--- config.mk ---
export PLATFORM = sky130hd
export DESIGN_NAME = rtcc_top
export DESIGN_NICKNAME = d
export VERILOG_FILES = /design/src/verilog/rtcc_pkg.sv /design/src/verilog/rtcc_top.sv /design/src/verilog/rtcc_tick.sv
export VERILOG_INCLUDE_DIRS = /design/src /design/src/verilog
export SDC_FILE = /design/constraint.sdc
export NUM_CORES = 1
export LEC_CHECK = 0
export BUFFER_PORTS_ARGS = -buffer_cell sky130_fd_sc_hd__buf_2
export CAP_MARGIN = 15
export CORE_UTILIZATION = 50
export DETAILED_ROUTE_END_ITERATION = 8
export PLACE_DENSITY = 0.68
export SLEW_MARGIN = 15
export SYNTH_ARGS = -nofsm -noshare
export SYNTH_HDL_FRONTEND = slang
export SYNTH_SLANG_ARGS = --single-unit
export TNS_END_PERCENT = 10
--- constraint.sdc ---
create_clock -name clock -period 4.9 [get_ports clock]
set_input_delay 0.245 -clock clock [delete_from_list [all_inputs] [get_ports clock]]
set_output_delay 0.245 -clock clock [all_outputs]
set_load 0.01 [all_outputs]
--- src/verilog/rtcc_consts.svh ---
// Purpose: constants for the real-time clock calendar with second correction
// Assumes: 40 MHz clock, plain register port with byte addresses as printed
// Notes: register offsets, field positions, reset values and timing counts
`ifndef RTCC_CONSTS_SVH
`define RTCC_CONSTS_SVH

// ****************************************************************
// register offsets
// ****************************************************************
`define RTCC_ADDR_SEC 16'h2015
`define RTCC_ADDR_MIN 16'h2016
`define RTCC_ADDR_HR 16'h2017
`define RTCC_ADDR_DAY 16'h2018
`define RTCC_ADDR_DATE 16'h2019
`define RTCC_ADDR_MO 16'h201A
`define RTCC_ADDR_YR 16'h201B
`define RTCC_ADDR_CORR 16'h201C
`define RTCC_ADDR_STAT 16'h201D

// ****************************************************************
// field positions
// ****************************************************************
`define RTCC_CORR_ADV_BIT 0
`define RTCC_CORR_RET_BIT 1

// ****************************************************************
// reset values
// ****************************************************************
`define RTCC_RST_SEC 6'h00
`define RTCC_RST_MIN 6'h00
`define RTCC_RST_HR 5'h00
`define RTCC_RST_DAY 3'h1
`define RTCC_RST_DATE 5'h01
`define RTCC_RST_MO 4'h1
`define RTCC_RST_YR 8'h00

// ****************************************************************
// timing
// ****************************************************************
`define RTCC_CLK_HZ 40000000
`define RTCC_TICK_S 1
`define RTCC_TICK_CYCLES (`RTCC_CLK_HZ * `RTCC_TICK_S)

`endif

--- src/verilog/rtcc_pkg.sv ---
// Purpose: types for the real-time clock calendar
// Assumes: nothing beyond the constants header
// Notes: holds the correction state encoding
package rtcc_pkg;
   typedef enum logic [1:0] {
      RTCC_IDLE = 2'b00,
      RTCC_ADV = 2'b01,
      RTCC_RET = 2'b11
   } rtcc_corr_t;
endpackage

--- src/verilog/rtcc_top.sv ---
// Purpose: calendar clock with register port and one-second correction strobes
// Assumes: software keeps one strobe at a time and waits between corrections
// Notes: fields are binary; field writes load the clock and restart the second, correction writes do neither
//
// Decided for this implementation: the strobed register port.
`include "rtcc_consts.svh"
`timescale 1ns/10ps
`default_nettype none
// Contract
// - year, month, day, hour, minute, second readable and writable by software
// - a strobe adds or removes one second at the next seconds update
// - a strobe of any width that ends before the next seconds update yields exactly one correction
// - retard strobe is write-only bit 1 of the correction register
// - writing a field loads the clock, counting continues from there
// - year 00 is a leap year for February
// - hours 00 to 23, weekday 01 to 07 with 01 Sunday
module rtcc_top
   import rtcc_pkg::*;
#(
   parameter int unsigned TICK_CYCLES = `RTCC_TICK_CYCLES
) (
   input wire logic clock,
   input wire logic arst_n,
   input wire logic clk_en,
   input wire logic [15:0] addr,
   input wire logic [7:0] wdata,
   input wire logic wr,
   input wire logic rd,
   output logic [7:0] rdata,
   output logic second_pulse
);
   // ****************************************************************
   // calendar state
   // ****************************************************************
   logic [5:0] clock_seconds;
   logic [5:0] clock_minutes;
   logic [4:0] clock_hours;
   logic [2:0] clock_weekday;
   logic [4:0] clock_day_of_month;
   logic [3:0] clock_month;
   logic [7:0] clock_year;
   logic [5:0] next_seconds;
   logic [5:0] next_minutes;
   logic [4:0] next_hours;
   logic [2:0] next_weekday;
   logic [4:0] next_day_of_month;
   logic [3:0] next_month;
   logic [7:0] next_year;
   rtcc_corr_t corr;
   rtcc_corr_t next_corr;
   logic [7:0] next_rdata;
   logic tick;
   logic any_load;
   logic corr_wr;
   logic [6:0] load_sel;
   logic tick_step;
   logic [5:0] step_seconds;
   logic sec_carry;
   logic min_carry;
   logic hr_carry;
   logic month_end;
   logic year_end;
   logic next_pulse;

   // days in a month; years divisible by four, 00 among them, are leap
   function automatic logic [4:0] days_in(input logic [3:0] mo, input logic [7:0] yr);
      logic leap;
      leap = (yr[1:0] == 2'b00);
      unique case (mo)
         4'h2: days_in = leap ? 5'h1D : 5'h1C;
         4'h4, 4'h6, 4'h9, 4'hB: days_in = 5'h1E;
         default: days_in = 5'h1F;
      endcase
   endfunction

   // one step up, back to lo once hi is reached
   // a value written above hi also comes back to lo at its next step
   function automatic logic [7:0] wrap_inc(input logic [7:0] v, input logic [7:0] lo,
      input logic [7:0] hi);
      logic [7:0] r;
      r = v + 8'h01;
      if (v >= hi) begin
         r = lo;
      end
      return r;
   endfunction

   // seconds after a tick: two steps under advance, none under retard
   function automatic logic [5:0] sec_after(input logic [5:0] s, input rtcc_corr_t c);
      logic [5:0] r;
      unique case (c)
         RTCC_ADV: r = (s >= 6'h3A) ? s - 6'h3A : s + 6'h02;
         RTCC_RET: r = s;
         default: r = (s >= 6'h3B) ? 6'h00 : s + 6'h01;
      endcase
      return r;
   endfunction

   // ****************************************************************
   // write decode
   // ****************************************************************
   // one select per field
   always_comb begin
      load_sel = 7'h00;
      corr_wr = 1'b0;
      if (wr) begin
         unique case (addr)
            `RTCC_ADDR_SEC: load_sel = 7'h01;
            `RTCC_ADDR_MIN: load_sel = 7'h02;
            `RTCC_ADDR_HR: load_sel = 7'h04;
            `RTCC_ADDR_DAY: load_sel = 7'h08;
            `RTCC_ADDR_DATE: load_sel = 7'h10;
            `RTCC_ADDR_MO: load_sel = 7'h20;
            `RTCC_ADDR_YR: load_sel = 7'h40;
            `RTCC_ADDR_CORR: corr_wr = 1'b1;
            default: load_sel = 7'h00;
         endcase
      end
      // any field write restarts the second
      any_load = |load_sel;
   end

   rtcc_tick #(
      .PERIOD(TICK_CYCLES)
   ) u_tick (
      .clock(clock),
      .arst_n(arst_n),
      .clk_en(clk_en),
      .restart(any_load),
      .tick(tick)
   );

   // ****************************************************************
   // correction request capture
   // ****************************************************************
   always_comb begin
      next_corr = corr;
      if (corr_wr) begin
         // each write cycle sets the request; a strobe held across an update sets it again
         // both bits set counts as retard
         if (wdata[`RTCC_CORR_RET_BIT]) begin
            next_corr = RTCC_RET;
         end else if (wdata[`RTCC_CORR_ADV_BIT]) begin
            next_corr = RTCC_ADV;
         end
      end else if (tick && !any_load) begin
         // a restarted second keeps the request for the next update
         next_corr = RTCC_IDLE;
      end
   end

   always_ff @(posedge clock or negedge arst_n) begin
      if (!arst_n) begin
         corr <= RTCC_IDLE;
      end else if (clk_en) begin
         corr <= next_corr;
      end
   end

   // ****************************************************************
   // time of day
   // ****************************************************************
   // a field write wins over a tick in the same cycle and restarts the second
   always_comb begin
      tick_step = tick && !any_load;
      step_seconds = sec_after(clock_seconds, corr);
      // retard leaves the seconds as they are, so it can never carry
      sec_carry = tick_step && (step_seconds < clock_seconds);
      min_carry = sec_carry && (clock_minutes >= 6'h3B);
      hr_carry = min_carry && (clock_hours >= 5'h17);
      next_seconds = clock_seconds;
      next_minutes = clock_minutes;
      next_hours = clock_hours;
      if (tick_step) begin
         next_seconds = step_seconds;
      end
      if (sec_carry) begin
         next_minutes = 6'(wrap_inc({2'b00, clock_minutes}, 8'h00, 8'h3B));
      end
      if (min_carry) begin
         next_hours = 5'(wrap_inc({3'b000, clock_hours}, 8'h00, 8'h17));
      end
      if (load_sel[0]) begin
         next_seconds = wdata[5:0];
      end
      if (load_sel[1]) begin
         next_minutes = wdata[5:0];
      end
      if (load_sel[2]) begin
         next_hours = wdata[4:0];
      end
   end

   always_ff @(posedge clock or negedge arst_n) begin
      if (!arst_n) begin
         clock_seconds <= `RTCC_RST_SEC;
         clock_minutes <= `RTCC_RST_MIN;
         clock_hours <= `RTCC_RST_HR;
      end else if (clk_en) begin
         clock_seconds <= next_seconds;
         clock_minutes <= next_minutes;
         clock_hours <= next_hours;
      end
   end

   // ****************************************************************
   // calendar date
   // ****************************************************************
   // the date moves only on the carry out of the last hour
   always_comb begin
      month_end = hr_carry && (clock_day_of_month >= days_in(clock_month, clock_year));
      year_end = month_end && (clock_month >= 4'hC);
      next_weekday = clock_weekday;
      next_day_of_month = clock_day_of_month;
      next_month = clock_month;
      next_year = clock_year;
      if (hr_carry) begin
         next_weekday = 3'(wrap_inc({5'h00, clock_weekday}, 8'h01, 8'h07));
         next_day_of_month = clock_day_of_month + 5'h01;
      end
      if (month_end) begin
         // last day of the month, February by the leap
         next_day_of_month = 5'h01;
         next_month = 4'(wrap_inc({4'h0, clock_month}, 8'h01, 8'h0C));
      end
      if (year_end) begin
         next_year = clock_year + 8'h01;
      end
      if (load_sel[3]) begin
         next_weekday = wdata[2:0];
      end
      if (load_sel[4]) begin
         next_day_of_month = wdata[4:0];
      end
      if (load_sel[5]) begin
         next_month = wdata[3:0];
      end
      if (load_sel[6]) begin
         next_year = wdata;
      end
   end

   always_ff @(posedge clock or negedge arst_n) begin
      if (!arst_n) begin
         clock_weekday <= `RTCC_RST_DAY;
         clock_day_of_month <= `RTCC_RST_DATE;
         clock_month <= `RTCC_RST_MO;
         clock_year <= `RTCC_RST_YR;
      end else if (clk_en) begin
         clock_weekday <= next_weekday;
         clock_day_of_month <= next_day_of_month;
         clock_month <= next_month;
         clock_year <= next_year;
      end
   end

   // ****************************************************************
   // second pulse
   // ****************************************************************
   // marks the update edge, one cycle after the internal tick
   always_comb begin
      next_pulse = tick;
   end

   always_ff @(posedge clock or negedge arst_n) begin
      if (!arst_n) begin
         second_pulse <= 1'b0;
      end else if (clk_en) begin
         second_pulse <= next_pulse;
      end
   end

   // ****************************************************************
   // read port
   // ****************************************************************
   always_comb begin
      next_rdata = 8'h00;
      if (rd) begin
         unique case (addr)
            `RTCC_ADDR_SEC: next_rdata = {2'b00, clock_seconds};
            `RTCC_ADDR_MIN: next_rdata = {2'b00, clock_minutes};
            `RTCC_ADDR_HR: next_rdata = {3'b000, clock_hours};
            `RTCC_ADDR_DAY: next_rdata = {5'b00000, clock_weekday};
            `RTCC_ADDR_DATE: next_rdata = {3'b000, clock_day_of_month};
            `RTCC_ADDR_MO: next_rdata = {4'h0, clock_month};
            `RTCC_ADDR_YR: next_rdata = clock_year;
            `RTCC_ADDR_STAT: next_rdata = {6'h00, corr == RTCC_RET, corr == RTCC_ADV};
            default: next_rdata = 8'h00;
         endcase
      end
   end

   always_ff @(posedge clock or negedge arst_n) begin
      if (!arst_n) begin
         rdata <= 8'h00;
      end else if (clk_en) begin
         rdata <= next_rdata;
      end
   end
endmodule
`default_nettype wire

--- src/verilog/rtcc_tick.sv ---
// Purpose: one-second tick generator
// Assumes: clock enable freezes the count
// Notes: period is a parameter so simulation can shorten it
`timescale 1ns/10ps
`default_nettype none
module rtcc_tick #(
   parameter int unsigned PERIOD = 40000000
) (
   input wire logic clock,
   input wire logic arst_n,
   input wire logic clk_en,
   input wire logic restart,
   output logic tick
);
   logic [25:0] count;
   logic [25:0] next_count;
   logic next_tick;

   always_comb begin
      next_count = count;
      next_tick = 1'b0;
      if (restart) begin
         next_count = 26'h0000000;
      end else if (count == 26'(PERIOD - 1)) begin
         next_count = 26'h0000000;
         next_tick = 1'b1;
      end else begin
         next_count = count + 26'h0000001;
      end
   end

   always_ff @(posedge clock or negedge arst_n) begin
      if (!arst_n) begin
         count <= 26'h0000000;
         tick <= 1'b0;
      end else if (clk_en) begin
         count <= next_count;
         tick <= next_tick;
      end
   end
endmodule
`default_nettype wire

== Word-level counts from Yosys, hierarchy flattened ==
Index checks and enable logic that the tools add are counted.

* Flip-flop bits (word level): 75
* Bits in latches: 0
* Memory bits (writable): 0
* Bits in read-only memories: 0
* Input bits: 29
* Output and inout port bits: 9
* Logic and storage cells: 115
* Memories kept: 0

* $add $sub $neg: 10
* $mul: 0
* Div/mod/pow operators: 0
* Magnitude comparators: 11
* Equality and inequality tests: 18
* Shift operators: 0
* Mux-type cells: 38
* Bitwise operators: 0
* Reductions and logical operators: 26

{| class="wikitable"
|+ Operators by type and width
! operator !! number
|-
| 16-bit by 14-bit == test with 1-bit output, second input constant || 9
|-
| 8-bit case mux with 8 select lines || 1
|-
| 26-bit two-way mux || 2
|-
| 7-bit case mux with 7 select lines || 1
|-
| 6-bit two-way mux || 7
|-
| 5-bit two-way mux || 6
|-
| 26-bit by 1-bit adder with 26-bit output, second input constant || 1
|-
| 26-bit == test, second input constant || 1
|-
| 6-bit >= comparator, second input constant || 4
|-
| 8-bit two-way mux || 3
|-
| 2-bit AND reduction || 7
|-
| 2-bit nonzero test || 7
|-
| 6-bit by 1-bit adder with 6-bit output, second input constant || 2
|-
| 4-bit two-way mux || 3
|-
| 6-bit case mux with 2 select lines || 1
|-
| 5-bit by 1-bit adder with 5-bit output, second input constant || 2
|-
| 5-bit >= comparator, second input constant || 2
|-
| 3-bit two-way mux || 3
|-
| 8-bit by 1-bit adder with 8-bit output, second input constant || 1
|-
| 4-bit by 3-bit == test with 1-bit output, second input constant || 2
|-
| 4-bit == test, second input constant || 2
|-
| 4-bit >= comparator, second input constant || 2
|-
| 2-bit two-way mux || 4
|-
| 7-bit two-way mux || 1
|-
| other kinds (20) || 29
|}

== Logic depth before layout (Yosys ltp) ==
* Depth after elaboration: 13
* Mapped depth: 15
* Gate-level depth less buffers: 14

== Cells and area by module ==
Synthesis repeated with hierarchy kept, for this count alone.

* Cell total of the unflattened synthesis: 664
* Area, all modules: 5728.0 um2

{| class="wikitable"
|+ By module, submodules not included
! module !! times used !! cells an instance !! area each (um2) !! seq. area each (um2)
|-
| rtcc_top || 1 || 493 || 4110.2 || 1204.9
|-
| rtcc_tick || 1 || 171 || 1617.8 || 675.6
|}

== Worst setup path before layout ==
No wires, ideal clock.

* Path kind: reg2reg
* Start: register clock_seconds[2]
* End: register clock_year[4]
* Setup time: 123 ps
* Arrival: 3302 ps
* Required time: 4777 ps
* Slack: 1475 ps
* Cell stages (with the launch flop): 16
* Buffers on the path: 2
* Period minus slack after synthesis: 3425 ps
* Path through: dfrtp_1 > clkbuf_1 > inv_1 > ha_1 > or3_1 > a21oi_1 > nand2b_1 > a32oi_1 > ha_1 > a21o_1 > a21o_1 > a2111oi_4 > and4_1 > buf_6 > nand3_1 > o221a_2

* Cells in the longest elaborated chain, start to end: 11
* Elaborated cells on any way between the ends: 16
* Classes of those cells: add/sub: 3; order compare: 3; mux: 3; reduce/logical: 7

{| class="wikitable"
|+ Ends and longest elaborated chain
! item !! RTL line !! RTL
|-
| start: declaration || rtcc_top.sv:35 || <nowiki>logic [5:0] clock_seconds;</nowiki>
|-
| start signal: assignment || rtcc_top.sv:196 || <nowiki>clock_seconds <= `RTCC_RST_SEC;</nowiki>
|-
| start signal: assignment || rtcc_top.sv:200 || <nowiki>clock_seconds <= next_seconds;</nowiki>
|-
| 6-bit by 1-bit adder with 6-bit output, or another cell as far along || rtcc_top.sv:94 || <nowiki>default: r = (s >= 6'h3B) ? 6'h00 : s + 6'h01;</nowiki>
|-
| 6-bit two-way mux, on equally long branches || rtcc_top.sv:94, rtcc_top.sv:92 ||
|-
| 6-bit case mux with 2 select lines || rtcc_top.sv:91 || <nowiki>unique case (c)</nowiki>
|-
| 6-bit less-than comparator (*) || rtcc_top.sv:168 || <nowiki>sec_carry = tick_step && (step_seconds < clock_seconds);</nowiki>
|-
| 1-bit logical AND (*) || rtcc_top.sv:168 ||
|-
| 1-bit logical AND (*) || rtcc_top.sv:169 || <nowiki>min_carry = sec_carry && (clock_minutes >= 6'h3B);</nowiki>
|-
| 1-bit logical AND (*) || rtcc_top.sv:170 || <nowiki>hr_carry = min_carry && (clock_hours >= 5'h17);</nowiki>
|-
| 1-bit logical AND (*) || rtcc_top.sv:211 || <nowiki>month_end = hr_carry && (clock_day_of_month >= days_in(clock_month, clock_year));</nowiki>
|-
| 1-bit logical AND (*) || rtcc_top.sv:212 || <nowiki>year_end = month_end && (clock_month >= 4'hC);</nowiki>
|-
| 2-bit nonzero test (no line) (*) || -- ||
|-
| 2-bit AND reduction (no line) (*) || -- ||
|-
| end signal: assignment || rtcc_top.sv:248 || <nowiki>clock_year <= `RTCC_RST_YR;</nowiki>
|-
| end signal: assignment || rtcc_top.sv:253 || <nowiki>clock_year <= next_year;</nowiki>
|-
| end: declaration || rtcc_top.sv:41 || <nowiki>logic [7:0] clock_year;</nowiki>
|}

Every way passes the cells marked *; elsewhere a longest branch is shown, timed or not.
A chain may end at the register's enable or synchronous reset.

== Worst setup path in the final report ==
* Start: register clock_seconds[0]
* End: register clock_year[0]

The elaborated chain is that of the path after synthesis.

==> flow_summary.ini <==
[run_status]
outcome = finished, final reports clean

[layout]
layout-drive-gt1-share = 0.127
antennaDiodeCount = 0
final_nets = 731
area_growth_pct = 7.73
layout.cells.non_filler = 824
nFillCells = 1009

[global_routing]
antenna_found_initial = 0
gr-total-overflow = 0
grt_max_degree = 76
grt_use_total = 0.287
grt_pass1_vias = 4855
grt_pass1_wl_microns = 25300

[place]
place_ws_ns = 1.06
portBuffers = 37
place_inst = 808
hpwlAfterDp_microns = 11100
globalplace.congestion = 0.976

[drt]
via_count = 5469
drt_iter0_drc = 628
first_pass_iters = 5
drcViolationCount = 0
wirelength_microns = 16000
vias_per_cell = 6.64
wl_per_cell_microns = 19.4
postRouteAntennaNets = 0

[floorplan]
io-pin-count = 38
chipWidth_microns = 107
initial_core_util = 0.512
rows = 38
dieArea_sq_um = 11500
core_area_sq_um = 10800
dieHeight_microns = 107

[worst_setup_path]
criticalPathCategory = register to register
slowest_delay_ns = 0.60
startpoint_type = register
crit_path_cell_trace = inv_1 -> ha_1 -> nor3_1 -> or3_1 -> a21oi_1 -> nand2b_1 -> a32oi_1 -> ha_1 -> and3_1 -> a2111oi_4 -> and4_1 -> a21o_2 -> a2bb2oi_1
cp_max_fo = 12
cp_slowest_cell = a2111oi_4
cp_common_cell = ha_1
crit_family = simple AND/OR/NAND/NOR gates
arrival_ns = 4.25
required_ns = 5.20
cp-end-kind = register
crit_buf_inv = 1

[clocking]
postCtsSetupRepairBufs = 0
clockRootBuffer = clkbuf_8
cts_tree = done
cts_resized = 0
clk_pin_slew_worst_paths_ns = 0.08
htreeDepth = 3
worstSkewPairLatency_ns = 0.38
cts_hold_buffers = 0
numCtsBuffers = 9
clockBufferDepth = 2
cts_sinks = 75

[yosys]
synth_area_sq_um = 5560
synth.distinct_cells = 83
syn_area_per_cell_sq_um = 8.40
synth_fp_nets = 713
netlist_top_cells_count = 72 x dfrtp_1, 64 x nand2_1, 52 x o21ai_0, 44 x nor2_1, 36 x nand3_1
synth_top_area_share = 0.324
synth_area_leaders = dfrtp_1 32%, ha_1 5.2%, o21ai_0 4.7%
synth-seq-area-share = 0.339
yosysWarnings = 0
synth_most_common_cell = dfrtp_1
yosys.area.top_type = dfrtp_1
synth-edff-count = 0
synth_ff_type = dfrtp_1
syn_inst = 661
async_flop_share = 1.00
ys_seq_elements = 75

[timing]
skew_ns = 0.0107
holdWs_ns = 0.0217
worstMarginPinSlew_ns = 0.984
post-route-min-period_ns = 3.95
setup_slack_ns = 0.954
finalCritPeriodShare = 0.805
fin_setup_tns_ns = 0
drv_slew = 0
slew_headroom = 0.344
hold_viol = 0
finalSetupViolations = 0
rsz0062_at_grt = false
max_freq_mhz = 253

[power]
power_leakage_nw = 2.57
vdd_drop_max_mv = 0.166
power_per_cell_area_nw_per_um2 = 232

[run]
drv_cap = 0

[min_path]
hold_class = primary input to async pin
final timing paths:
kind	startpoint	endpoint	slack, ns	cells after the start
min in group clock	rd	rdata[7]	0.17	3
worst min register to register	rdata[4]	rdata[4]	0.48	1
worst min-delay path	arst_n	clock_seconds[5]	0.02	1
worst max-delay path	clock_seconds[0]	clock_year[0]	0.95	13
max in group asynchronous	arst_n	clock_weekday[1]	4.24	1
worst max register to register	clock_seconds[0]	clock_year[0]	0.95	13
logic make-up after synthesis:
family | Yosys count | synth area share
AOI/OAI and AO/OA | 211 | 0.262
xor gates and xnor gates | 6 | 0.00946
adders and majority gates | 23 | 0.0518
buffers and inverters | 66 | 0.0509
DFF | 75 | 0.339
muxes | 12 | 0.0227
and+or+nand+nor | 268 | 0.265
cells in the final DEF (no fill, tap or decap), types with 7 or more instances in the layout:
cell       n
a22o_1     9
a21o_1    18
inv_1     32
a21oi_1   30
buf_2     36
nor2_1    44
ha_1      23
and2_1     9
dfrtp_1   72
or3_1     10
a32oi_1    7
o21ai_1    7
o21ai_0   51
o31ai_1   15
mux2i_1    7
a22oi_1   10
nor3_1    15
a31oi_1   12
nand4_1   18
nand3_1   36
nor3b_1    8
clkbuf_8  10
and3_1    23
nand2_1   64
nand2b_1   8
through the flow:
| step | cell area (sq um) | power, W | utilization |
|---|---|---|---|
| floorplan | 5560 | 0.000809 | - |
| global placement | 5780 | 0.000872 | 0.533 |
| detailed placement | 5780 | 0.000882 | 0.533 |
| CTS | 5980 | 0.00139 | 0.552 |
| global route | 5980 | 0.00144 | 0.552 |
| finish | 5980 | 0.00139 | 0.552 |
routing by layer:
metal	up-vias	share of wire	routed length, microns	GRT usage
li1	2526	-	-	-
met1	2664	0.45	7140	0.416
met2	256	0.45	7220	0.435
met3	23	0.087	1400	0.0430
met4	0	0.016	251	0.0949
met5	-	0	0	0
power by group:
part	switching (W)	leakage [nW]	internal, W	total [W]
Clock	0.000264	0.102	0.000249	0.000513
Sequential	0.0000433	0.993	0.000646	0.000689
Combinational	0.000111	1.47	0.0000716	0.000183
state kept, by name, indices dropped and copies added, names as in the netlist:
name and flops:
clock_day_of_month 5, second_pulse 1, clock_year 8, u_tick.count 26, clock_weekday 3, u_tick.tick 1
clock_hours 5, rdata 8, clock_seconds 6, corr 2, clock_minutes 6, clock_month 4
final cells by class:
class | count | area [sq um] | area share
multi-input cells | 520 | 3390 | 0.567
well taps | 140 | 175 | 0.0293
repair buffers | 40 | 210 | 0.0351
clock buffers | 10 | 138 | 0.0230
clock inverters | 6 | 65.1 | 0.0109
inverters | 33 | 124 | 0.0207
flip-flops and latches | 75 | 1880 | 0.314
worst register-to-register path: stages (launching register included):
cell	delay, ns
dfrtp_1	0.50
inv_1	0.08
ha_1	0.20
nor3_1	0.32
or3_1	0.16
a21oi_1	0.06
nand2b_1	0.15
a32oi_1	0.29
ha_1	0.28
and3_1	0.21
a2111oi_4	0.60
and4_1	0.57
a21o_2	0.28
a2bb2oi_1	0.18
Note: power is estimated with default switching activity, not from simulation.
